File: src/drac_pkg.sv
`default_nettype none
package drac_pkg;
  localparam int CLK_NS = 50;
  localparam int STATE_NS = 1000;
  localparam int STATE_CYC = STATE_NS / CLK_NS;
  localparam int CAS_HI_50 = STATE_CYC * 50 / 100;
  localparam int CAS_HI_35 = STATE_CYC * 35 / 100;
  localparam int PH_W = 5;
  localparam int AW = 28;
  localparam int TMR_W = 8;

  localparam logic [7:0] OFS_DAC = 8'h00;
  localparam logic [7:0] OFS_RFC = 8'h04;
  localparam logic [7:0] OFS_CFG = 8'h08;
  localparam logic [7:0] OFS_CMP = 8'h0c;
  localparam logic [7:0] OFS_STS = 8'h10;

  localparam int DAC_STROBE = 15;
  localparam int DAC_RAS_HOLD = 14;
  localparam int DAC_PRE_LEN = 13;
  localparam int DAC_BURST = 12;
  localparam int DAC_DUTY = 11;
  localparam int DAC_MUX = 10;
  localparam int DAC_SHIFT_LO = 8;
  localparam int RFC_EN = 7;
  localparam int RFC_MODE = 6;
  localparam int RFC_WAIT_LO = 4;
  localparam int CFG_DRAM_EN = 0;
  localparam int CFG_RWAIT_EN = 1;
  localparam int STS_FLAG = 7;

  localparam logic [7:0] RFC_KEY = 8'h5a;
  localparam logic [7:0] DAC_RST = 8'h00;
  localparam logic [3:0] RFC_RST = 4'h0;
  localparam logic [1:0] CFG_RST = 2'h0;
  localparam logic [7:0] CMP_RST = 8'hff;

  typedef enum logic [2:0] {
    ST_IDLE = 3'b000,
    ST_PRE = 3'b001,
    ST_ROW = 3'b010,
    ST_COL = 3'b011,
    ST_CBR = 3'b100,
    ST_SELF = 3'b101
  } drac_state_e;
endpackage
`default_nettype wire

File: src/drac_ctrl.sv
// How it works
// - Area configuration acts only while the DRAM space enable is set.
// - Both control registers clear on power-on reset, kept on manual reset.
// - Wide access: strobe bit 0 dual CAS, bit 1 dual write strobes.
// - Narrow access drives only low CAS and low write strobe.
// - RAS hold bit 0 raises RAS between accesses; 1 keeps it low.
// - Precharge lasts one state, or two when precharge length is set.
// - Burst off: every access is full, row address always output.
// - Burst on with same row: column address and CAS only.
// - Short pitch CAS high for 50% of state, or 35% with duty set.
// - Row and column share address lines only with mux enable set.
// - Mux shift codes 00, 01, 10 shift row down by 8, 9, 10.
// - Burst compare covers A8, A9 or A10 up to A27, mux or not.
// - Reserved bits read zero; software writes zero there.
// - Refresh control changes only by keyed 16-bit word write.
// - Refresh enable clear means no refresh; timer still counts.
// - Refresh mode 0 gives timed CAS-before-RAS; 1 gives self-refresh.
// - Refresh mode ignored while refresh enable is clear.
// - With refresh wait enabled, CAS_BEFORE_RAS_REFRESH inserts 1 to 4 wait states.
// - With refresh wait disabled, CAS_BEFORE_RAS_REFRESH inserts no wait states.
// - Timer match clears counter, sets flag, and requests refresh when CAS-before-RAS refresh is on.
//
// Design decisions made here: the APB interface to the registers and the placing of the registers.
`timescale 1ns/1ps
`default_nettype none
module drac_ctrl
  import drac_pkg::*;
(
  input wire logic clk,
  input wire logic rst_b,
  input wire logic man_rst_b,
  input wire logic psel,
  input wire logic penable,
  input wire logic pwrite,
  input wire logic [7:0] paddr,
  input wire logic [31:0] pwdata,
  input wire logic [3:0] pstrb,
  output logic [31:0] prdata,
  output logic pready,
  output logic pslverr,
  input wire logic req,
  input wire logic [AW-1:0] req_addr,
  input wire logic req_write,
  input wire logic req_wide,
  input wire logic req_hi,
  input wire logic req_lo,
  output logic req_ready,
  output logic ack,
  output logic ras_b,
  output logic cas_high_byte_b,
  output logic cas_low_byte_b,
  output logic write_strobe_high_b,
  output logic write_strobe_low_b,
  output logic [AW-1:0] dram_addr
);
  logic [15:0] dac_raw;
  logic [15:0] rfc;
  logic [1:0] cfg;
  logic [7:0] cmp;
  logic [PH_W-1:0] phase;
  logic sten;
  logic fsm_rst;
  logic match;
  drac_state_e st;
  drac_state_e after_pre;
  logic [2:0] cnt;
  logic row_open;
  logic [AW-1:0] last_row;
  logic [AW-1:0] a_addr;
  logic a_write;
  logic a_wide;
  logic a_hi;
  logic a_lo;
  logic ref_pend;
  logic [TMR_W-1:0] rcnt;

  function automatic logic [4:0] row_shift(input logic [1:0] code);
    // Reserved code 11 falls back to the smallest shift
    if (code == 2'b01) begin
      row_shift = 5'd9;
    end else if (code == 2'b10) begin
      row_shift = 5'd10;
    end else begin
      row_shift = 5'd8;
    end
  endfunction

  function automatic logic [AW-1:0] row_mask(input logic [1:0] code);
    row_mask = ~((AW'(1) << row_shift(code)) - AW'(1));
  endfunction

  drac_apb u_apb (
    .clk(clk),
    .rst_b(rst_b),
    .psel(psel),
    .penable(penable),
    .pwrite(pwrite),
    .paddr(paddr),
    .pwdata(pwdata),
    .pstrb(pstrb),
    .prdata(prdata),
    .pready(pready),
    .pslverr(pslverr),
    .match(match),
    .fsm_state(st),
    .dac(dac_raw),
    .rfc(rfc),
    .cfg(cfg),
    .cmp(cmp),
    .flag()
  );

  drac_phase #(.CYC(STATE_CYC)) u_phase (
    .clk(clk),
    .rst_b(rst_b),
    .phase(phase),
    .sten(sten)
  );

  logic dram_en;
  logic [15:0] dac;
  logic strobe2;
  logic ras_hold;
  logic pre_len;
  logic burst;
  logic duty;
  logic mux_en;
  logic [1:0] shsel;
  logic rf_en;
  logic rf_self;
  logic rf_cbr;
  logic [2:0] waits;
  logic [2:0] pre_max;
  logic [PH_W-1:0] hi_cyc;
  logic row_hit;
  logic take;

  assign fsm_rst = !rst_b || !man_rst_b;
  assign dram_en = cfg[CFG_DRAM_EN];
  assign dac = dram_en ? dac_raw : 16'h0000;
  assign strobe2 = dac[DAC_STROBE];
  assign ras_hold = dac[DAC_RAS_HOLD];
  assign pre_len = dac[DAC_PRE_LEN];
  assign burst = dac[DAC_BURST];
  assign duty = dac[DAC_DUTY];
  assign mux_en = dac[DAC_MUX];
  assign shsel = dac[DAC_SHIFT_LO +: 2];
  assign rf_en = rfc[RFC_EN] && dram_en;
  assign rf_self = rf_en && rfc[RFC_MODE];
  assign rf_cbr = rf_en && !rfc[RFC_MODE];
  // Wait states are fixed by the code; the external wait pin plays no part
  assign waits = cfg[CFG_RWAIT_EN] ?
    {1'b0, rfc[RFC_WAIT_LO +: 2]} + 3'd1 : 3'd0;
  assign pre_max = pre_len ? 3'd1 : 3'd0;
  assign hi_cyc = duty ? PH_W'(CAS_HI_35) : PH_W'(CAS_HI_50);
  assign row_hit = row_open &&
    ((req_addr ^ last_row) & row_mask(shsel)) == '0;
  assign req_ready = st == ST_IDLE && sten && dram_en && !ref_pend &&
    !rf_self;
  assign take = req && req_ready;
  assign ack = st == ST_COL && sten;

  // Timer runs whether refresh is on or not, usable as interval timer
  assign match = sten && rcnt == cmp;

  always_ff @(posedge clk) begin
    if (!rst_b) begin
      rcnt <= '0;
    end else if (match) begin
      rcnt <= '0;
    end else if (sten) begin
      rcnt <= rcnt + TMR_W'(1);
    end
  end

  always_ff @(posedge clk) begin
    if (fsm_rst) begin
      ref_pend <= 1'b0;
    end else if (match && rf_cbr) begin
      ref_pend <= 1'b1;
    end else if (!rf_cbr || (st == ST_CBR && sten && cnt == waits)) begin
      ref_pend <= 1'b0;
    end
  end

  always_ff @(posedge clk) begin
    if (fsm_rst) begin
      a_addr <= '0;
      a_write <= 1'b0;
      a_wide <= 1'b0;
      a_hi <= 1'b0;
      a_lo <= 1'b0;
    end else if (take) begin
      a_addr <= req_addr;
      a_write <= req_write;
      a_wide <= req_wide;
      a_hi <= req_hi;
      a_lo <= req_lo;
    end
  end

  always_ff @(posedge clk) begin
    if (fsm_rst) begin
      st <= ST_IDLE;
      after_pre <= ST_IDLE;
      cnt <= 3'd0;
      row_open <= 1'b0;
      last_row <= '0;
    end else if (sten) begin
      case (st)
        ST_IDLE: begin
          cnt <= 3'd0;
          if (!dram_en && row_open) begin
            st <= ST_PRE;
            after_pre <= ST_IDLE;
            row_open <= 1'b0;
          end else if (rf_self) begin
            st <= row_open ? ST_PRE : ST_SELF;
            after_pre <= ST_SELF;
            row_open <= 1'b0;
          end else if (ref_pend) begin
            st <= row_open ? ST_PRE : ST_CBR;
            after_pre <= ST_CBR;
            row_open <= 1'b0;
          end else if (take) begin
            if (burst && row_hit) begin
              st <= ST_COL;
            end else if (row_open) begin
              st <= ST_PRE;
              after_pre <= ST_ROW;
              row_open <= 1'b0;
            end else begin
              st <= ST_ROW;
            end
          end else if (row_open && !ras_hold) begin
            // Hold bit cleared with a row open: close it, RAS goes up
            st <= ST_PRE;
            after_pre <= ST_IDLE;
            row_open <= 1'b0;
          end
        end
        ST_PRE: begin
          if (cnt == pre_max) begin
            st <= after_pre;
            cnt <= 3'd0;
          end else begin
            cnt <= cnt + 3'd1;
          end
        end
        ST_ROW: begin
          st <= ST_COL;
          row_open <= 1'b1;
          last_row <= a_addr;
        end
        ST_COL: begin
          if (ras_hold) begin
            st <= ST_IDLE;
          end else begin
            st <= ST_PRE;
            after_pre <= ST_IDLE;
            row_open <= 1'b0;
          end
        end
        ST_CBR: begin
          if (cnt == waits) begin
            st <= ST_PRE;
            after_pre <= ST_IDLE;
            cnt <= 3'd0;
          end else begin
            cnt <= cnt + 3'd1;
          end
        end
        ST_SELF: begin
          // Leaves once mode or refresh enable is cleared, or DRAM space is disabled
          if (!rf_self) begin
            st <= ST_PRE;
            after_pre <= ST_IDLE;
          end
        end
        default: begin
          st <= ST_IDLE;
        end
      endcase
    end
  end

  logic cas_on;
  logic cbr_cas;
  logic ras_on;

  // CAS leads RAS in the CBR state; RAS drops at mid-state (self-refresh drops both together)
  assign cas_on = st == ST_COL && phase >= hi_cyc;
  assign cbr_cas = st == ST_CBR || st == ST_SELF;
  assign ras_on = st == ST_ROW || st == ST_COL || st == ST_SELF ||
    (st == ST_IDLE && row_open) ||
    (st == ST_CBR && (cnt != 3'd0 || phase >= PH_W'(STATE_CYC / 2)));

  always_ff @(posedge clk) begin
    if (fsm_rst) begin
      ras_b <= 1'b1;
      cas_high_byte_b <= 1'b1;
      cas_low_byte_b <= 1'b1;
      write_strobe_high_b <= 1'b1;
      write_strobe_low_b <= 1'b1;
    end else begin
      ras_b <= !ras_on;
      if (cbr_cas) begin
        cas_high_byte_b <= 1'b0;
        cas_low_byte_b <= 1'b0;
        write_strobe_high_b <= 1'b1;
        write_strobe_low_b <= 1'b1;
      end else if (!a_wide) begin
        cas_high_byte_b <= 1'b1;
        cas_low_byte_b <= !cas_on;
        write_strobe_high_b <= 1'b1;
        write_strobe_low_b <= !(cas_on && a_write);
      end else if (!strobe2) begin
        cas_high_byte_b <= !(cas_on && a_hi);
        cas_low_byte_b <= !(cas_on && a_lo);
        write_strobe_high_b <= 1'b1;
        write_strobe_low_b <= !(cas_on && a_write);
      end else begin
        cas_high_byte_b <= 1'b1;
        cas_low_byte_b <= !cas_on;
        write_strobe_high_b <= !(cas_on && a_write && a_hi);
        write_strobe_low_b <= !(cas_on && a_write && a_lo);
      end
    end
  end

  always_ff @(posedge clk) begin
    if (fsm_rst) begin
      dram_addr <= '0;
    end else if (st == ST_ROW && mux_en) begin
      dram_addr <= a_addr >> row_shift(shsel);
    end else begin
      dram_addr <= a_addr;
    end
  end
endmodule // drac_ctrl
`default_nettype wire

File: src/drac_phase.sv
`timescale 1ns/1ps
`default_nettype none
module drac_phase
  import drac_pkg::*;
#(
  parameter int CYC = STATE_CYC
) (
  input wire logic clk,
  input wire logic rst_b,
  output logic [PH_W-1:0] phase,
  output logic sten
);
  assign sten = (phase == PH_W'(CYC - 1));

  always_ff @(posedge clk) begin
    if (!rst_b || sten) begin
      phase <= '0;
    end else begin
      phase <= phase + PH_W'(1);
    end
  end
endmodule // drac_phase
`default_nettype wire

File: src/drac_apb.sv
`timescale 1ns/1ps
`default_nettype none
module drac_apb
  import drac_pkg::*;
(
  input wire logic clk,
  input wire logic rst_b,
  input wire logic psel,
  input wire logic penable,
  input wire logic pwrite,
  input wire logic [7:0] paddr,
  input wire logic [31:0] pwdata,
  input wire logic [3:0] pstrb,
  output logic [31:0] prdata,
  output logic pready,
  output logic pslverr,
  input wire logic match,
  input wire logic [2:0] fsm_state,
  output logic [15:0] dac,
  output logic [15:0] rfc,
  output logic [1:0] cfg,
  output logic [7:0] cmp,
  output logic flag
);
  logic [7:0] dac_hi;
  logic [3:0] rfc_hi;
  logic hit;
  logic wr;
  logic [15:0] rd;

  // Reserved bits are never stored, so they always read zero
  assign dac = {dac_hi, 8'h00};
  assign rfc = {8'h00, rfc_hi, 4'h0};
  assign hit = (paddr == OFS_DAC) || (paddr == OFS_RFC) ||
    (paddr == OFS_CFG) || (paddr == OFS_CMP) || (paddr == OFS_STS);
  assign wr = psel && penable && pwrite;
  assign pready = 1'b1;
  assign pslverr = psel && penable && !hit;

  always_comb begin
    rd = 16'h0000;
    if (paddr == OFS_DAC) begin
      rd = dac;
    end else if (paddr == OFS_RFC) begin
      rd = rfc;
    end else if (paddr == OFS_CFG) begin
      rd = {14'h0000, cfg};
    end else if (paddr == OFS_CMP) begin
      rd = {8'h00, cmp};
    end else if (paddr == OFS_STS) begin
      rd = {5'h00, fsm_state, flag, 7'h00};
    end
  end

  // Read data is captured in the setup cycle for a zero-wait answer
  always_ff @(posedge clk) begin
    if (!rst_b) begin
      prdata <= 32'h0000_0000;
    end else if (psel && !penable) begin
      prdata <= {16'h0000, rd};
    end
  end

  // Power-on reset only; manual reset never reaches here
  always_ff @(posedge clk) begin
    if (!rst_b) begin
      dac_hi <= DAC_RST;
      rfc_hi <= RFC_RST;
      cfg <= CFG_RST;
      cmp <= CMP_RST;
    end else if (wr) begin
      if (paddr == OFS_DAC && pstrb[1]) begin
        dac_hi <= pwdata[15:8];
      end
      if (paddr == OFS_RFC && pstrb[1:0] == 2'b11 &&
          pwdata[15:8] == RFC_KEY) begin
        rfc_hi <= pwdata[7:4];
      end
      if (paddr == OFS_CFG && pstrb[0]) begin
        cfg <= pwdata[1:0];
      end
      if (paddr == OFS_CMP && pstrb[0]) begin
        cmp <= pwdata[7:0];
      end
    end
  end

  // Set wins over a clear in the same cycle
  always_ff @(posedge clk) begin
    if (!rst_b) begin
      flag <= 1'b0;
    end else if (match) begin
      flag <= 1'b1;
    end else if (wr && paddr == OFS_STS && pstrb[0] &&
        !pwdata[STS_FLAG]) begin
      flag <= 1'b0;
    end
  end
endmodule // drac_apb
`default_nettype wire

File: config.mk
export PLATFORM = sky130hd
export DESIGN_NAME = drac_ctrl
export DESIGN_NICKNAME = d
export VERILOG_FILES = /design/src/drac_pkg.sv /design/src/drac_ctrl.sv /design/src/drac_phase.sv /design/src/drac_apb.sv
export SDC_FILE = /design/constraint.sdc
export NUM_CORES = 1
export LEC_CHECK = 0
export ABC_AREA = 0
export BUFFER_PORTS_ARGS = -buffer_cell sky130_fd_sc_hd__buf_2
export CAP_MARGIN = 15
export CORE_MARGIN = 4
export CORE_UTILIZATION = 46
export CTS_CLUSTER_DIAMETER = 60
export CTS_CLUSTER_SIZE = 16
export DETAILED_ROUTE_END_ITERATION = 16
export PLACE_DENSITY_LB_ADDON = 0.1
export SLEW_MARGIN = 20
export SYNTH_ARGS = -nofsm -noshare
export SYNTH_HDL_FRONTEND = slang
export SYNTH_SLANG_ARGS = --single-unit
File: constraint.sdc
create_clock -name clk -period 3.4 [get_ports clk]
set_clock_uncertainty 0.1 [all_clocks]
set_input_delay 0.68 -clock clk [delete_from_list [all_inputs] [get_ports clk]]
set_output_delay 0.68 -clock clk [all_outputs]
set_load 0.02 [all_outputs]
-- After elaboration in Yosys (flattened, before gate mapping)
Index checks and enable logic that the tools add are counted.
- word-level logic and storage cells: 216
- output and inout port bits: 69
- bits of input ports: 83
- flip-flop bits (word level): 156
- add/subtract/negate cells: 5
- order comparisons: 2
- muxes and demuxes: 62
- reduce and logical (&&, ||, !) cells: 90
- shifts and indexed selects: 2
- bitwise logic cells: 6
- equality and inequality tests: 24
- operators by type and width (cell ; number):
    2-to-1 mux 16 bit ; 5
    2-to-1 mux 3 bit ; 23
    logical AND 1 bit ; 38
    AND 28 bit ; 1
    logical NOT 28 bit ; 1
    2-to-1 mux 28 bit ; 1
    NOT 28 bit ; 1
    left shift 1 x 5 -> 28 bit (first input constant) ; 1
    >> shifter 28 x 5 -> 28 bit ; 1
    subtractor 28 x 2 -> 28 bit (second input constant) ; 1
    XOR 28 bit ; 1
    2-to-1 mux 1 bit ; 21
    logical NOT 1 bit ; 18
    inequality test 6 bit (second input constant) ; 3
    case mux 3 bit (6 select lines) ; 1
    equality test 8 x 4 -> 1 bit (second input constant) ; 2
    logical OR 1 bit ; 13
    case mux 3 bit (4 select lines) ; 1
    AND reduction 2 bit ; 6
    2-to-1 mux 11 bit ; 1
    2-to-1 mux 5 bit ; 2
    AND reduction 5 bit ; 2
    case mux 3 bit (3 select lines) ; 1
    nonzero test 3 bit ; 3
    other kinds (30) ; 43

-- Depth between registers and ports, before layout
- depth in word-level cells: 17
- gate-level depth with buffers: 12
- depth with buffers taken out: 9

-- Hierarchy
A second synthesis with hierarchy kept.
- cells, all modules: 833
- area, all modules: 7223.2 sq um
- by module, submodules not included (module ; cells an instance ; instances ; area each (sq um) ; seq. area each (sq um)):
    drac_ctrl ; 566 ; 1 ; 4918.5 ; 2082.0
    drac_apb ; 244 ; 1 ; 2064.5 ; 780.7
    drac_phase ; 23 ; 1 ; 240.2 ; 100.1

-- Least setup slack after synthesis
Ideal clock, no wire load.
- kind: input -> output
- start point: in paddr[5]
- end point: out pslverr
- setup slack: 0.776 ns
- arrival time: 1.844 ns
- stages: 3
- path through: or4_4 -> nor3_1 -> nor3_1
- longest elaborated chain between the ends: 7
- ends and longest elaborated chain (what ; RTL line ; RTL):
    from (decl) ; drac_ctrl.sv:35 ; input wire logic [7:0] paddr,
    equality test 8 x 3 -> 1 bit / logical NOT 8 bit (equally long branches) ; drac_apb.sv:34 ; assign hit = (paddr == OFS_DAC) || (paddr == OFS_RFC) ||
    logical OR 1 bit (2 in series) ; drac_apb.sv:34 ;
    logical OR 1 bit ; drac_apb.sv:35 ; (paddr == OFS_CFG) || (paddr == OFS_CMP) || (paddr == OFS_STS);
    logical OR 1 bit * ; drac_apb.sv:35 ;
    logical NOT 1 bit * ; drac_apb.sv:38 ; assign pslverr = psel && penable && !hit;
    logical AND 1 bit * ; drac_apb.sv:38 ;
    to (decl) ; drac_ctrl.sv:40 ; output logic pslverr,
Every way passes the cells marked *; elsewhere a longest branch is shown, timed or not.

-- Worst setup path after layout
- start point: reg u_phase.phase[1]
- end point: out req_ready
- longest elaborated chain between the ends: 5
- ends and longest elaborated chain (what ; RTL line ; RTL):
    from (decl) ; drac_phase.sv:10 ; output logic [PH_W-1:0] phase,
    from (signal assigned) ; drac_phase.sv:19 ; phase <= phase + PH_W'(1);
    equality test 5 bit ; drac_phase.sv:13 ; assign sten = (phase == PH_W'(CYC - 1));
    logical AND 1 bit (4 in series) ; drac_ctrl.sv:158 ; assign req_ready = st == ST_IDLE && sten && dram_en && !ref_pend &&
    to (decl) ; drac_ctrl.sv:47 ; output logic req_ready,
Every way passes these cells.

==> flow_summary.html <==
<table>
<tr><th>Metric</th><th>Value</th></tr>
<tr><th colspan="2">Run status</th></tr>
<tr><td>Run status</td><td>completed</td></tr>
<tr><th colspan="2">Hold path</th></tr>
<tr><td>Worst min-delay path class</td><td>reg2reg</td></tr>
<tr><th colspan="2">Synth</th></tr>
<tr><td>Portion of the post-synthesis area used by sequential elements</td><td>0.419</td></tr>
<tr><td>Number of distinct library cells after synthesis</td><td>59</td></tr>
<tr><td>Cell area after synthesis</td><td>approximately 7000 µm²</td></tr>
<tr><td>Count of flip-flops with a built-in enable after synthesis</td><td>0</td></tr>
<tr><td>Cell type with the largest total area after synthesis</td><td>sky130_fd_sc_hd__dfxtp_1</td></tr>
<tr><td>Fraction of registers with async set or reset after synthesis</td><td>0</td></tr>
<tr><td>Dominant cells by area after synthesis</td><td>sky130_fd_sc_hd__dfxtp_1, sky130_fd_sc_hd__nand2_1, sky130_fd_sc_hd__a21oi_1</td></tr>
<tr><td>Share of Yosys cell area claimed by the top area cell type</td><td>0.419</td></tr>
<tr><td>Post-synthesis register bit count</td><td>148</td></tr>
<tr><td>Post-Synthesis Cells</td><td>827</td></tr>
<tr><td>Commonest register cell after synthesis</td><td>sky130_fd_sc_hd__dfxtp_1</td></tr>
<tr><td>Post-Syn Area per Cell</td><td>8.55 µm²</td></tr>
<tr><td>YS warnings</td><td>0</td></tr>
<tr><th colspan="2">CTS</th></tr>
<tr><td>Hold buffer count at CTS</td><td>0</td></tr>
<tr><td>Post-cts repair resize count</td><td>0</td></tr>
<tr><td>Clock Sink Count</td><td>148</td></tr>
<tr><td>Clock tree from TritonCTS</td><td>done</td></tr>
<tr><td>Number of H-tree levels</td><td>4</td></tr>
<tr><td>Maximum clock path buffer count</td><td>2</td></tr>
<tr><td>Later-pin clock latency in the skew report</td><td>0.42 ns</td></tr>
<tr><td>Buffers inserted during post-CTS setup optimization</td><td>0</td></tr>
<tr><td>Reg clk slew, reported paths</td><td>~0.060 ns</td></tr>
<tr><td>Total CTS buffers</td><td>17</td></tr>
<tr><td>Clock Root Buffer</td><td>sky130_fd_sc_hd__clkbuf_16</td></tr>
<tr><th colspan="2">Job</th></tr>
<tr><td>Max-cap violation count</td><td>0</td></tr>
<tr><th colspan="2">Layout</th></tr>
<tr><td>Post-route non-filler standard cell count</td><td>1122</td></tr>
<tr><td>Area added between synthesis and finish</td><td>18.3%</td></tr>
<tr><td>Commonest non-fill, non-tap cells in the layout</td><td>sky130_fd_sc_hd__nand2_1, sky130_fd_sc_hd__dfxtp_1, sky130_fd_sc_hd__buf_2</td></tr>
<tr><td>Antenna Cells</td><td>0</td></tr>
<tr><td>Most common cell after layout, fill and taps aside</td><td>sky130_fd_sc_hd__nand2_1</td></tr>
<tr><td>Fill cells</td><td>~1400</td></tr>
<tr><td>Number of nets in the layout</td><td>about 1000</td></tr>
<tr><td>Fraction of layout cells with a size suffix above 1</td><td>0.202</td></tr>
<tr><th colspan="2">STA</th></tr>
<tr><td>Hold Vio Cnt, Final</td><td>0</td></tr>
<tr><td>Actual slew at the worst max-slew pin</td><td>about 0.79 ns</td></tr>
<tr><td>Final Slew Violations</td><td>0</td></tr>
<tr><td>Sum Neg Setup Slack</td><td>0 ns</td></tr>
<tr><td>Setup repair after global routing missed its margin</td><td>no</td></tr>
<tr><td>Final cycle utilization of the critical path</td><td>0.837</td></tr>
<tr><td>Final count of negative-setup-slack endpoints</td><td>0</td></tr>
<tr><td>Fmax</td><td>351 MHz</td></tr>
<tr><td>Clock period minus worst slack</td><td>roughly 2.8 ns</td></tr>
<tr><td>Slew margin rel.</td><td>0.472</td></tr>
<tr><td>Minimum hold slack</td><td>roughly 0.33 ns</td></tr>
<tr><th colspan="2">Route</th></tr>
<tr><td>Post-detailed-route wirelength per cell</td><td>15.9 µm</td></tr>
<tr><td>Number of vias in the routed layout</td><td>6122</td></tr>
<tr><td>TritonRoute pass-1 iters</td><td>5</td></tr>
<tr><td>Routed via count divided by cell count</td><td>5.46</td></tr>
<tr><td>DRT iter0 DRCs</td><td>383</td></tr>
<tr><td>Total wirelength of the detailed-routed design</td><td>17.9 mm</td></tr>
<tr><td>Number of remaining DRC errors</td><td>0</td></tr>
<tr><td>Post-DRT Antenna Nets</td><td>0</td></tr>
<tr><th colspan="2">Global route</th></tr>
<tr><td>Wire length of the first global-routing pass</td><td>29.1 mm</td></tr>
<tr><td>GR Overflow Total</td><td>0</td></tr>
<tr><td>Overall global routing resource usage</td><td>0.204</td></tr>
<tr><td>Number of antenna violations at the first check in global routing</td><td>0</td></tr>
<tr><td>Largest net degree at the start of global routing</td><td>between 70 and 80</td></tr>
<tr><td>Number of global-route vias before repair</td><td>5865</td></tr>
<tr><th colspan="2">Pwr</th></tr>
<tr><td>Total leakage power</td><td>3.32 nW</td></tr>
<tr><td>Total power</td><td>0.00390 W</td></tr>
<tr><td>Worst vdd rail ir drop</td><td>0.000345 V</td></tr>
<tr><td>Pwr per Cell Area</td><td>466 nW/µm²</td></tr>
<tr><th colspan="2">Setup path</th></tr>
<tr><td>Required time at the endpoint of the critical path</td><td>approximately 2.6 ns</td></tr>
<tr><td>Endpoint kind of the worst setup timing path</td><td>output port</td></tr>
<tr><td>Data arrival time of the critical path</td><td>2.07 ns</td></tr>
<tr><td>Critical-path top delay cell</td><td>sky130_fd_sc_hd__nor4bb_1</td></tr>
<tr><td>Startpoint class of the critical path</td><td>flip-flop</td></tr>
<tr><td>Crit-path max cell delay</td><td>0.52 ns</td></tr>
<tr><td>Maximum net fanout on the critical path</td><td>5</td></tr>
<tr><td>Critical path class</td><td>reg2out</td></tr>
<tr><td>Cells along the critical path</td><td>ha_1, nor4bb_1, and3_1, buf_2</td></tr>
<tr><th colspan="2">Floorplanning</th></tr>
<tr><td>Die height</td><td>132 µm</td></tr>
<tr><td>Area of the die</td><td>17400 µm²</td></tr>
<tr><td>I/O pin total</td><td>152</td></tr>
<tr><td>Overall die width</td><td>between 100 and 150 µm</td></tr>
<tr><td>Area of the core region</td><td>15100 µm²</td></tr>
<tr><td>Initial Util</td><td>0.467</td></tr>
<tr><td>Placement row count</td><td>45</td></tr>
<tr><th colspan="2">Placed design</th></tr>
<tr><td>DP HPWL</td><td>between 10 and 15 mm</td></tr>
<tr><td>Number of cells in the design after placement</td><td>between 1000 and 1500</td></tr>
<tr><td>RD Place Congestion</td><td>0.863</td></tr>
<tr><td>Count of port buffers added during placement</td><td>about 120</td></tr>
</table>
power by group:
part	total [W]	switching, W	leakage, nW	internal [W]
clock network	0.00200	0.000745	0.298	0.00125
logic	0.000156	0.0000991	1.83	0.0000568
registers	0.00174	0.00000533	1.19	0.00174
total	0.00390	0.000849	3.32	0.00305
layout make-up:
class	instances	area, µm²	share of cell area
multi-input cells	610	3770	0.451
flip-flops and latches	148	2960	0.354
repair buffers	134	728	0.0871
clock buffers	21	450	0.0539
well taps	188	235	0.0281
clock inverters	11	175	0.0209
inverters	10	37.5	0.00449
final timing paths:
check | start | endpoint | slack (ns) | cells after the start
max reg2reg | u_phase.phase[1] | after_pre[2] | 0.71 | 6
min reg2reg | a_hi | write_strobe_high_b | 0.33 | 1
max | u_phase.phase[1] | req_ready | 0.55 | 4
min | a_hi | write_strobe_high_b | 0.33 | 1
flip-flops by register name (all words and copies together) (netlist names), 2 cells and up:
signal         flops
u_phase.phase      5
dram_addr         28
cnt                3
u_apb.cmp          8
u_apb.dac_hi       8
st                 3
u_apb.cfg          2
last_row          20
u_apb.rfc_hi       4
u_apb.prdata      16
a_addr            28
rcnt               8
after_pre          3
kinds of logic (layout without fill, tap and decap cells):
group / count (synthesis) / count (layout) / synth area share
DFF: 148 / 148 / 0.419
and+or+nand+nor: 326 / 326 / 0.225
muxes: 49 / 49 / 0.0959
AOI/OAI and AO/OA: 168 / 168 / 0.136
xor gates and xnor gates: 39 / 39 / 0.0483
buffers and inverters: 84 / 176 / 0.0552
adders and majority gates: 11 / 11 / 0.0195
other: 2 / 17 / 0.00106
stage by stage:
step | util | cell area (µm²) | setup slack [ns]
final | 0.552 | 8360 | 0.554
after global routing | 0.552 | 8360 | 0.469
after CTS | 0.552 | 8360 | 0.530
after detailed placement | 0.511 | 7740 | 0.633
after global placement | 0.511 | 7740 | 0.671
after floorplan | - | 7120 | 0.776
worst max-delay path, delay by kind of cell (launching register included):
kind / cells / cell delay, ns
buffers and inverters: 1 / 0.17
AND/OR/NAND/NOR: 2 / 0.79
flip-flops: 1 / 0.39
adder cells (fa/ha/maj): 1 / 0.29
per-layer routing:
| layer | share of wire | up-vias | wire length (µm) | track usage |
|---|---|---|---|---|
| li1 | - | 3022 | - | - |
| met1 | 0.42 | 2893 | 7450 | 0.246 |
| met2 | 0.51 | 180 | 9060 | 0.355 |
| met3 | 0.054 | 27 | 971 | 0.0473 |
| met4 | 0.021 | 0 | 371 | 0.0741 |
| met5 | 0 | - | 0 | 0 |
synthesized netlist by cell type (all sizes together), types with 5 or more instances:
| master | instances |
|---|---|
| a211oi | 7 |
| mux4 | 15 |
| xor2 | 29 |
| mux2i | 34 |
| xnor2 | 10 |
| nor3b | 5 |
| nor4 | 7 |
| and3 | 16 |
| dfxtp | 148 |
| inv | 10 |
| clkbuf | 46 |
| nor2b | 28 |
| nand2b | 6 |
| nor3 | 18 |
| buf | 28 |
| nand3 | 30 |
| nor2 | 35 |
| nand2 | 154 |
| ha | 11 |
| nand4 | 12 |
| a21oi | 91 |
| o21ai | 38 |
Note: power is estimated with default switching activity, not from simulation.
